<file path="src/pkg/fcg_consts.vh">
`ifndef FCG_CONSTS_VH
`define FCG_CONSTS_VH
// Clocks and timing
`define FCG_SYS_CLK_HZ     40000000
`define FCG_REF_HZ         1000000
`define FCG_PRINT_IDLE_NS  15000
`define FCG_DISP_STEP_MS   100
// Time base chain
`define FCG_TB_FIRST_DIV   1000
`define FCG_TB_DECADE_DIV  10
`define FCG_TB_STAGES      6
`define FCG_DIGITS         6
// Register byte offsets
`define FCG_ADR_CTRL       4'h0
`define FCG_ADR_DISP       4'h4
`define FCG_ADR_STATUS     4'h8
`define FCG_ADR_STORED     4'hC
// Control fields
`define FCG_MODE_LSB       0
`define FCG_MODE_MSB       2
`define FCG_RATIO_BIT      4
`define FCG_INFINITE_BIT   5
`define FCG_MRESET_BIT     8
`define FCG_DISP_MSB       6
`define FCG_DISP_RST       7'h0A
// Modes
`define FCG_MODE_OFF       3'h0
`define FCG_MODE_COUNT     3'h1
`define FCG_MODE_F1MS      3'h2
// Legend codes
`define FCG_LEG_NONE       4'h0
`define FCG_LEG_US         4'h1
`define FCG_LEG_MS         4'h2
`define FCG_LEG_S          4'h3
`define FCG_LEG_MHZ        4'h4
`define FCG_LEG_KHZ        4'h5
`endif

</file>
<file path="src/verilog/fcg_control.v">
// Added by the designer: the register addresses and the Wishbone register port.
`timescale 1ns/1ps
`include "fcg_consts.vh"
// Notes on behaviour
// RULE_01 - Each decade leaves as 1-2-4-8 BCD, units digit rightmost.
// RULE_02 - Extra BCD digits carry decimal point position and unit legend.
// RULE_03 - Legend codes: 1 us, 2 ms, 3 s, 4 MHz, 5 kHz.
// RULE_04 - Decimal point digit counts position from the rightmost digit.
// RULE_05 - Printer prints legend, then decimal point, then data digits.
// RULE_06 - Print command steps at cycle end; released level lasts over 15 us.
// RULE_07 - Held recorder inhibit suppresses automatic reset until released.
// RULE_08 - Frequency gate times from 1 ms to 100 s in decades.
// RULE_09 - Totalize: run opens the gate, hold closes it.
// RULE_10 - Frequency: gate opens and closes on selected time base events.
// RULE_11 - At stop, counters transfer into storage once per measurement.
// RULE_12 - Gate closing stops counting, stores, and starts display timer.
// RULE_13 - Display time 0.1 s to 10 s, then automatic reset. The 7-bit setting here accepts up to 12.7 s.
// RULE_14 - Infinite display never auto-resets; manual reset needed.
// RULE_15 - Any reset begins a new measurement cycle by itself.
// RULE_16 - Totalize keeps gate enabled and store active continuously.
// RULE_17 - Time base dividers run continuously; mode only selects output.
// RULE_18 - Ratio uses secondary input instead of reference for time base.
// RULE_19 - Decimal point follows gate time so reading is in kHz.
// RULE_20 - First event sets gate, next clears it; latch then blocks gating.
// RULE_21 - Manual reset overrides everything and resets at once.
// RULE_22 - Reset clears counters and gate but keeps stored reading. In totalize the continuous store loads the cleared count a cycle after.
// RULE_23 - Print command follows completion of the same measurement's store.
module fcg_control #(
  parameter DIGITS        = `FCG_DIGITS,
  parameter DISP_STEP_CYC = `FCG_DISP_STEP_MS * (`FCG_SYS_CLK_HZ / 1000)
) (
  input  wire                sys_clk,
  input  wire                rst,
  input  wire [3:0]          wb_adr_i,
  input  wire [31:0]         wb_dat_i,
  output reg  [31:0]         wb_dat_o,
  input  wire                wb_we_i,
  input  wire [3:0]          wb_sel_i,
  input  wire                wb_stb_i,
  input  wire                wb_cyc_i,
  output reg                 wb_ack_o,
  input  wire                inp_a_pin,
  input  wire                inp_b_pin,
  input  wire                rec_inhibit_pin,
  output wire [4*DIGITS-1:0] prn_digits,
  output reg  [3:0]          prn_point_r,
  output reg  [3:0]          prn_legend_r,
  output reg                 prn_cmd_r,
  output reg                 gate_lamp_r
);
  localparam integer REF_DIV   = `FCG_SYS_CLK_HZ / `FCG_REF_HZ;
  localparam integer IDLE_CYC  = (`FCG_PRINT_IDLE_NS * (`FCG_SYS_CLK_HZ / 1000000) + 999) / 1000;
  localparam [1:0]   ST_ARM    = 2'h0;
  localparam [1:0]   ST_GATE   = 2'h1;
  localparam [1:0]   ST_DISP   = 2'h2;

  // Gate time index of a frequency mode
  function [2:0] fcg_tb_index;
    input [2:0] mode;
    begin
      fcg_tb_index = mode - `FCG_MODE_F1MS;
    end
  endfunction

  reg  [2:0]  a_sync_r;
  reg  [2:0]  b_sync_r;
  reg  [1:0]  inh_sync_r;
  reg  [5:0]  ref_cnt_r;
  reg         int_tick_r;
  reg  [2:0]  mode_r;
  reg         ratio_r;
  reg         infinite_r;
  reg  [6:0]  disp_time_r;
  reg         mrst_r;
  reg         auto_rst_r;
  reg         clr_r;
  reg  [1:0]  state_r;
  reg         store_r;
  reg         print_pend_r;
  reg  [9:0]  idle_cnt_r;
  reg  [22:0] step_cnt_r;
  reg  [6:0]  disp_cnt_r;
  wire [`FCG_TB_STAGES-1:0] tb_evt;
  wire        a_rise   = a_sync_r[1] & ~a_sync_r[2];
  wire        b_rise   = b_sync_r[1] & ~b_sync_r[2];
  wire        freq     = (mode_r >= `FCG_MODE_F1MS);
  wire        totalize = (mode_r == `FCG_MODE_COUNT) || (mode_r == `FCG_MODE_OFF);
  wire        sel_evt  = freq && tb_evt[fcg_tb_index(mode_r)];
  wire        meas_rst = mrst_r | auto_rst_r;
  wire        wb_req   = wb_cyc_i & wb_stb_i & ~wb_ack_o;
  wire        idle_ok  = (idle_cnt_r >= IDLE_CYC);
  wire        disp_end = (disp_cnt_r >= disp_time_r);
  // RULE_18 ratio time base
  wire        tb_tick  = ratio_r ? b_rise : int_tick_r;

  // Pin synchronisers
  always @(posedge sys_clk) begin
    if (rst) begin
      a_sync_r   <= 3'h0;
      b_sync_r   <= 3'h0;
      inh_sync_r <= 2'h0;
    end else begin
      a_sync_r   <= {a_sync_r[1:0], inp_a_pin};
      b_sync_r   <= {b_sync_r[1:0], inp_b_pin};
      inh_sync_r <= {inh_sync_r[0], rec_inhibit_pin};
    end
  end

  // RULE_17 free running reference
  always @(posedge sys_clk) begin
    if (rst) begin
      ref_cnt_r  <= 6'h00;
      int_tick_r <= 1'b0;
    end else begin
      int_tick_r <= (ref_cnt_r == REF_DIV - 6'h01);
      ref_cnt_r  <= (ref_cnt_r == REF_DIV - 6'h01) ? 6'h00 : ref_cnt_r + 6'h01;
    end
  end

  // RULE_08 decade gate times
  fcg_timebase u_tb (
    .sys_clk (sys_clk),
    .rst     (rst),
    .tick    (tb_tick),
    .evt_r   (tb_evt)
  );

  // RULE_01 BCD count chain
  fcg_decades #(
    .DIGITS (DIGITS)
  ) u_dec (
    .sys_clk  (sys_clk),
    .rst      (rst),
    .clr      (clr_r),
    .inc      (gate_lamp_r & a_rise),
    .store    (store_r | (totalize & ~clr_r)),
    .stored_r (prn_digits)
  );

  // Register bus slave
  always @(posedge sys_clk) begin
    if (rst) begin
      wb_ack_o    <= 1'b0;
      wb_dat_o    <= 32'h0000_0000;
      mode_r      <= `FCG_MODE_OFF;
      ratio_r     <= 1'b0;
      infinite_r  <= 1'b0;
      disp_time_r <= `FCG_DISP_RST;
      mrst_r      <= 1'b0;
    end else begin
      wb_ack_o <= wb_req;
      mrst_r   <= 1'b0;
      wb_dat_o <= 32'h0000_0000;
      if (wb_req && wb_we_i) begin
        if (wb_adr_i == `FCG_ADR_CTRL) begin
          if (wb_sel_i[0]) begin
            mode_r     <= wb_dat_i[`FCG_MODE_MSB:`FCG_MODE_LSB];
            ratio_r    <= wb_dat_i[`FCG_RATIO_BIT];
            infinite_r <= wb_dat_i[`FCG_INFINITE_BIT];
          end
          // RULE_21 manual reset request
          if (wb_sel_i[1]) begin
            mrst_r <= wb_dat_i[`FCG_MRESET_BIT];
          end
        end else if (wb_adr_i == `FCG_ADR_DISP && wb_sel_i[0]) begin
          // RULE_13 display time setting
          disp_time_r <= (wb_dat_i[`FCG_DISP_MSB:0] == 7'h00) ? 7'h01 : wb_dat_i[`FCG_DISP_MSB:0];
        end
      end else if (wb_req) begin
        case (wb_adr_i)
          `FCG_ADR_CTRL: begin
            wb_dat_o <= {26'h000_0000, infinite_r, ratio_r, 1'b0, mode_r};
          end
          `FCG_ADR_DISP: begin
            wb_dat_o <= {25'h000_0000, disp_time_r};
          end
          `FCG_ADR_STATUS: begin
            wb_dat_o <= {24'h00_0000, state_r, 1'b0, inh_sync_r[1], print_pend_r,
                         prn_cmd_r, state_r == ST_DISP, gate_lamp_r};
          end
          `FCG_ADR_STORED: begin
            wb_dat_o <= {{(32 - 4 * DIGITS){1'b0}}, prn_digits};
          end
          default: begin
            wb_dat_o <= 32'h0000_0000;
          end
        endcase
      end
    end
  end

  // Measurement sequencer
  always @(posedge sys_clk) begin
    if (rst) begin
      state_r     <= ST_ARM;
      gate_lamp_r <= 1'b0;
      store_r     <= 1'b0;
      clr_r       <= 1'b0;
      auto_rst_r  <= 1'b0;
      step_cnt_r  <= 23'h00_0000;
      disp_cnt_r  <= 7'h00;
    end else begin
      store_r    <= 1'b0;
      auto_rst_r <= 1'b0;
      clr_r      <= 1'b0;
      if (meas_rst) begin
        // RULE_22 counters and gate cleared, storage kept in frequency modes
        // RULE_15 reset rearms the next cycle
        state_r     <= ST_ARM;
        gate_lamp_r <= 1'b0;
        clr_r       <= 1'b1;
        step_cnt_r  <= 23'h00_0000;
        disp_cnt_r  <= 7'h00;
      end else begin
        case (state_r)
          ST_ARM: begin
            if (freq) begin
              // RULE_10 start event opens gate
              // RULE_20 first event sets gate
              if (sel_evt) begin
                gate_lamp_r <= 1'b1;
                state_r     <= ST_GATE;
              end else begin
                gate_lamp_r <= 1'b0;
              end
            end else begin
              // RULE_09 totalize run or hold
              // RULE_16 gate follows mode
              gate_lamp_r <= (mode_r == `FCG_MODE_COUNT);
            end
          end
          ST_GATE: begin
            if (!freq) begin
              gate_lamp_r <= 1'b0;
              state_r     <= ST_ARM;
            end else if (sel_evt) begin
              // RULE_12 close, store, start timer
              // RULE_11 transfer at stop
              gate_lamp_r <= 1'b0;
              store_r     <= 1'b1;
              state_r     <= ST_DISP;
            end
          end
          ST_DISP: begin
            // RULE_20 display latch blocks gating
            if (!disp_end) begin
              if (step_cnt_r == DISP_STEP_CYC - 1) begin
                step_cnt_r <= 23'h00_0000;
                disp_cnt_r <= disp_cnt_r + 7'h01;
              end else begin
                step_cnt_r <= step_cnt_r + 23'h00_0001;
              end
            end else if (!infinite_r && !inh_sync_r[1] && !print_pend_r) begin
              // RULE_13 auto reset at end
              // RULE_14 none when infinite
              // RULE_07 inhibit holds off reset
              auto_rst_r <= 1'b1;
            end
          end
          default: begin
            state_r <= ST_ARM;
          end
        endcase
      end
    end
  end

  // Printer side
  always @(posedge sys_clk) begin
    if (rst) begin
      prn_cmd_r    <= 1'b0;
      print_pend_r <= 1'b0;
      idle_cnt_r   <= 10'h000;
      prn_point_r  <= 4'h0;
      prn_legend_r <= `FCG_LEG_NONE;
    end else begin
      // RULE_02 point and legend digits
      // RULE_19 point follows gate time
      // RULE_04 counted from the right
      prn_point_r <= freq ? {1'b0, fcg_tb_index(mode_r)} : 4'h0;
      // RULE_03 legend code
      prn_legend_r <= (freq && !ratio_r) ? `FCG_LEG_KHZ : `FCG_LEG_NONE;
      // RULE_06 released level lasts long enough
      if (prn_cmd_r) begin
        idle_cnt_r <= 10'h000;
      end else if (!idle_ok) begin
        idle_cnt_r <= idle_cnt_r + 10'h001;
      end
      if (meas_rst) begin
        prn_cmd_r    <= 1'b0;
        print_pend_r <= 1'b0;
      end else if (store_r) begin
        print_pend_r <= 1'b1;
      end else if (print_pend_r && idle_ok) begin
        // RULE_23 print after store completed
        prn_cmd_r    <= 1'b1;
        print_pend_r <= 1'b0;
      end
    end
  end
endmodule

</file>
<file path="src/verilog/fcg_decades.v">
`timescale 1ns/1ps
`include "fcg_consts.vh"
module fcg_decades #(
  parameter DIGITS = `FCG_DIGITS
) (
  input  wire                sys_clk,
  input  wire                rst,
  input  wire                clr,
  input  wire                inc,
  input  wire                store,
  output reg  [4*DIGITS-1:0] stored_r
);
  wire [4*DIGITS-1:0] count;
  wire [DIGITS:0]     carry;
  assign carry[0] = inc;
  genvar i;
  generate
    for (i = 0; i < DIGITS; i = i + 1) begin : g_dec
      reg [3:0] dig_r;
      assign count[4*i+3:4*i] = dig_r;
      assign carry[i+1] = carry[i] && (dig_r == 4'h9);
      always @(posedge sys_clk) begin
        if (rst || clr) begin
          dig_r <= 4'h0;
        end else if (carry[i]) begin
          dig_r <= (dig_r == 4'h9) ? 4'h0 : dig_r + 4'h1;
        end
      end
    end
  endgenerate
  always @(posedge sys_clk) begin
    if (rst) begin
      stored_r <= {4*DIGITS{1'b0}};
    end else if (store) begin
      stored_r <= count;
    end
  end
endmodule

</file>
<file path="src/verilog/fcg_timebase.v">
`timescale 1ns/1ps
`include "fcg_consts.vh"
module fcg_timebase #(
  parameter FIRST_DIV  = `FCG_TB_FIRST_DIV,
  parameter DECADE_DIV = `FCG_TB_DECADE_DIV,
  parameter STAGES     = `FCG_TB_STAGES
) (
  input  wire              sys_clk,
  input  wire              rst,
  input  wire              tick,
  output reg  [STAGES-1:0] evt_r
);
  wire [STAGES:0] carry;
  assign carry[0] = tick;
  genvar i;
  generate
    for (i = 0; i < STAGES; i = i + 1) begin : g_stage
      localparam integer LAST = (i == 0) ? FIRST_DIV - 1 : DECADE_DIV - 1;
      reg [9:0] cnt_r;
      assign carry[i+1] = carry[i] && (cnt_r == LAST);
      always @(posedge sys_clk) begin
        if (rst) begin
          cnt_r <= 10'h000;
        end else if (carry[i]) begin
          cnt_r <= (cnt_r == LAST) ? 10'h000 : cnt_r + 10'h001;
        end
      end
    end
  endgenerate
  always @(posedge sys_clk) begin
    if (rst) begin
      evt_r <= {STAGES{1'b0}};
    end else begin
      evt_r <= carry[STAGES:1];
    end
  end
endmodule
</file>
<file path="config.mk">
export PLATFORM = sky130hd
export DESIGN_NAME = fcg_control
export DESIGN_NICKNAME = d
export VERILOG_FILES = /design/src/verilog/fcg_control.v /design/src/verilog/fcg_decades.v /design/src/verilog/fcg_timebase.v
export VERILOG_INCLUDE_DIRS = /design/src /design/src/pkg
export SDC_FILE = /design/constraint.sdc
export NUM_CORES = 1
export LEC_CHECK = 0
export BUFFER_PORTS_ARGS = -buffer_cell sky130_fd_sc_hd__buf_2
export CORE_ASPECT_RATIO = 0.7
export CORE_MARGIN = 3
export CORE_UTILIZATION = 29
export DETAILED_ROUTE_END_ITERATION = 12
export MAX_ROUTING_LAYER = met4
export SLEW_MARGIN = 15
export SYNTH_ARGS = -nofsm -noshare
export SYNTH_HDL_FRONTEND = slang
export SYNTH_SLANG_ARGS = --single-unit
</file>
<file path="constraint.sdc">
create_clock -name sys_clk -period 2.5 [get_ports sys_clk]
set_clock_uncertainty 0.2 [all_clocks]
set_input_delay 0.375 -clock sys_clk [delete_from_list [all_inputs] [get_ports sys_clk]]
set_output_delay 0.375 -clock sys_clk [all_outputs]
set_load 0.05 [all_outputs]
</file>
==> flow_summary.json <==
{
  "run_status": "finished, violations left",
  "violations": "negative setup slack",
  "placement.cell_area_um2": 11200,
  "clkLatencyLatePin_ns": 0.53,
  "tritoncts": "yes",
  "post_drt_via_cell_ratio": 4.87,
  "area_growth_syn_to_layout_pct": 26.1,
  "hold_ws_ns": 0.0238,
  "finalNetCount": 1357,
  "synth_cell_type_count": 71,
  "tightest_slew_ns": 0.489,
  "layout_min_cycle_time_ns": 2.53,
  "yosysTopAreaCellShare_pct": 44.7,
  "syn-cell-area_um2": 9800,
  "cellPowerDensity_nw_per_um2": 607,
  "drt_first_iter_violations": 595,
  "yosys.area.top_type": "sky130_fd_sc_hd__dfxtp_1",
  "first_pass_iters": 5,
  "largest_net_degree_at_the_start_of_global_routing": 71,
  "antenna_cells": 0,
  "max_cap_viol_count": 0,
  "grt_pass1_wl_um": 40400,
  "setup.reg_to_reg.worst_slack_ns": -0.03,
  "worstPathMaxFanout": 4,
  "total_power_mw": 7.50,
  "clkTransAtPathRegs_ns": 0.06,
  "final_count_of_negative_setup_slack_endpoints": 4,
  "cts_num_sinks": 219,
  "die_x_um": 226,
  "slowest_delay_ns": 0.55,
  "share_of_synthesized_area_occupied_by_flip_flops_and_latches_pct": 44.7,
  "gate_count_post_synth": 1117,
  "clk_root_buffer_cell": "sky130_fd_sc_hd__clkbuf_16",
  "layout.area.seq_um2": 4390,
  "synth_edf_count": 0,
  "final_worst_path_period_share_pct": 101,
  "htree_levels": 1,
  "worst_slack_ns": -0.0333,
  "grt_use_total_pct": 13.9,
  "worstHoldPathCells": 3,
  "p_leak_nw": 4.53,
  "ys_seq_elements": 219,
  "worstPathArrival_ns": 2.78,
  "cp_cell_sequence": "or4b_4, or4_4, a2111o_1, or3_1, a21oi_1",
  "critical_path_startpoint_category": "flop",
  "peakVddDrop_mv": 0.435,
  "routed-via-count": 8408,
  "cts_buffers": 24,
  "core.rowCount": 55,
  "placeableCoreArea_um2": 32800,
  "maxSlewHeadroom_pct": 66.6,
  "globalplace.congestion": 0.769,
  "setup.worst_path.end_class": "flop",
  "rr_worst_depth": 5,
  "holdCritPathClass": "in2reg",
  "multi_input_comb_area_um2": 5140,
  "vias_in_the_first_global_route": 7595,
  "ant_nets": 0,
  "synth_area_per_inst_um2": 8.77,
  "timing_worst_setup_path_type": "reg2reg",
  "start_util_pct": 29.9,
  "floorplan.die_area_um2": 36100,
  "cts-root-to-sink-buffers": 3,
  "buffer_ports.inserted": 77,
  "antenna_found_initial": 0,
  "final_layout_size_suffix_gt1_share_pct": 20.0,
  "synth.yosys.warnings": 0,
  "commonest_register_cell_after_synthesis": "sky130_fd_sc_hd__dfxtp_1",
  "num-fill-cells": 3251,
  "synth.top_cells.by_count": "sky130_fd_sc_hd__dfxtp_1, sky130_fd_sc_hd__nor2_1, sky130_fd_sc_hd__nand2_1",
  "io_pins": 115,
  "yosysMostFrequentCell": "sky130_fd_sc_hd__dfxtp_1",
  "synth_top_cells_by_area": "sky130_fd_sc_hd__dfxtp_1, sky130_fd_sc_hd__nor2_1, sky130_fd_sc_hd__nand2_1",
  "wl_per_instance_um": 14.6,
  "async_flop_share_pct": 0,
  "drc_errors": 0,
  "final_hold_viol_count": 0,
  "design_area_um2": 12400,
  "fin_util_pct": 37.6,
  "timing.critical_path.required_ns": 2.75,
  "achievable_clock_frequency_ghz": 0.395,
  "floorplan.die.height_um": 160,
  "critPathSlowestCell": "sky130_fd_sc_hd__or4b_4",
  "grt_setup_unrepaired": "true",
  "dp_hpwl_um": 18100,
  "final_max_slew_viol_count": 0,
  "globalRouteOverflowTotal": 0,
  "wl_um": 25300
}
## layout by cell type (no fill, tap or decap), types with 10 or more instances in the layout
cell | netlist | final
sky130_fd_sc_hd__conb_1 | 1 | 11
sky130_fd_sc_hd__o21ai_0 | 33 | 30
sky130_fd_sc_hd__a21oi_1 | 80 | 75
sky130_fd_sc_hd__or3_1 | 23 | 22
sky130_fd_sc_hd__nand3_1 | 38 | 38
sky130_fd_sc_hd__xnor2_1 | 46 | 46
sky130_fd_sc_hd__nand2_1 | 109 | 108
sky130_fd_sc_hd__buf_2 | 3 | 80
sky130_fd_sc_hd__xor2_1 | 20 | 20
sky130_fd_sc_hd__dlygate4sd3_1 | 0 | 15
sky130_fd_sc_hd__and3_1 | 10 | 10
sky130_fd_sc_hd__buf_4 | 12 | 86
sky130_fd_sc_hd__clkbuf_16 | 0 | 25
sky130_fd_sc_hd__o31ai_1 | 12 | 12
sky130_fd_sc_hd__nor3b_1 | 13 | 12
sky130_fd_sc_hd__dfxtp_1 | 219 | 215
sky130_fd_sc_hd__inv_1 | 37 | 37
sky130_fd_sc_hd__and2_1 | 23 | 23
sky130_fd_sc_hd__nor3_1 | 22 | 22
sky130_fd_sc_hd__or4_1 | 15 | 13
sky130_fd_sc_hd__nand3b_1 | 10 | 10
sky130_fd_sc_hd__nor4_1 | 28 | 26
sky130_fd_sc_hd__mux2i_1 | 15 | 15
sky130_fd_sc_hd__a211oi_1 | 12 | 12
sky130_fd_sc_hd__nand4_1 | 25 | 25
sky130_fd_sc_hd__ha_1 | 24 | 23
sky130_fd_sc_hd__nor2_1 | 117 | 116
sky130_fd_sc_hd__nor2b_1 | 20 | 20
## registers in the layout, summed over array words and instances, names as in the netlist, 6 cells and up
name,cells
u_dec.stored_r,24
ref_cnt_r,6
u_tb.g_stage.cnt_r,60
wb_dat_o,24
u_dec.g_dec.dig_r,24
step_cnt_r,23
u_tb.evt_r,6
idle_cnt_r,10
disp_time_r,7
disp_cnt_r,7
## kinds of logic after synthesis
kind of cell | after synthesis | share of synthesized area [%]
AND/OR/NAND/NOR | 502 | 27.2
flip-flops | 219 | 44.7
AO/OA/AOI/OAI | 187 | 11.9
buffers and inverters | 95 | 4.14
XOR/XNOR | 66 | 5.90
adder cells (fa/ha/maj) | 24 | 3.06
multiplexers | 23 | 3.03
other | 1 | 0.0383
## layer usage
layer	vias up	track usage, %	wire length (um)
li1	4276	-	-
met1	3955	20.4	13000
met2	153	19.6	10600
met3	24	3.07	1320
met4	0	2.60	331
met5	-	-	0
## metrics by stage
step                setup TNS (ns)  worst slack (ns)  cells
detailed placement           -1.48           -0.0890   1660
floorplan                        0          0.000387   1127
global placement             -1.08           -0.0686   1660
finish                     -0.0852           -0.0333   1727
CTS                         -0.952           -0.0666   1717
global route                 -1.82           -0.0982   1727
## worst paths after layout
path	startpoint	to
max	step_cnt_r[9]	disp_cnt_r[6]
max reg2reg	step_cnt_r[9]	disp_cnt_r[6]
min	wb_cyc_i	wb_ack_o
min reg2reg	inh_sync_r[0]	inh_sync_r[1]
## worst max-delay path, delay by kind of cell (launching register included)
| family | cells | cell delay, ns |
|---|---|---|
| flip-flops | 1 | 0.31 |
| AND/OR/NAND/NOR | 3 | 1.41 |
| AO/OA/AOI/OAI | 2 | 0.53 |
## layout make-up
cell class / instances / area share, %
clock inverters: 8 / 1.05
flip-flops and latches: 219 / 35.5
well taps: 427 / 4.32
clock buffers: 33 / 5.71
inverters: 38 / 1.15
multi-input cells: 813 / 41.6
repair buffers: 189 / 10.6
## power breakdown
group          total, mW  switching [mW]  internal [mW]
combinational      0.222           0.147         0.0750
clock               3.76            1.47           2.28
sequential          3.52          0.0124           3.50
total               7.50            1.63           5.86
## timing repair
action                     CTS  global route
pin swaps                    6             9
setup endpoints to repair   28            59
hold buffers                16             0
hold endpoints to repair    16             0
gates resized for setup      4            30
buffers inserted             0             8
cloned                       0             3
(Power assumes the default switching activity.)
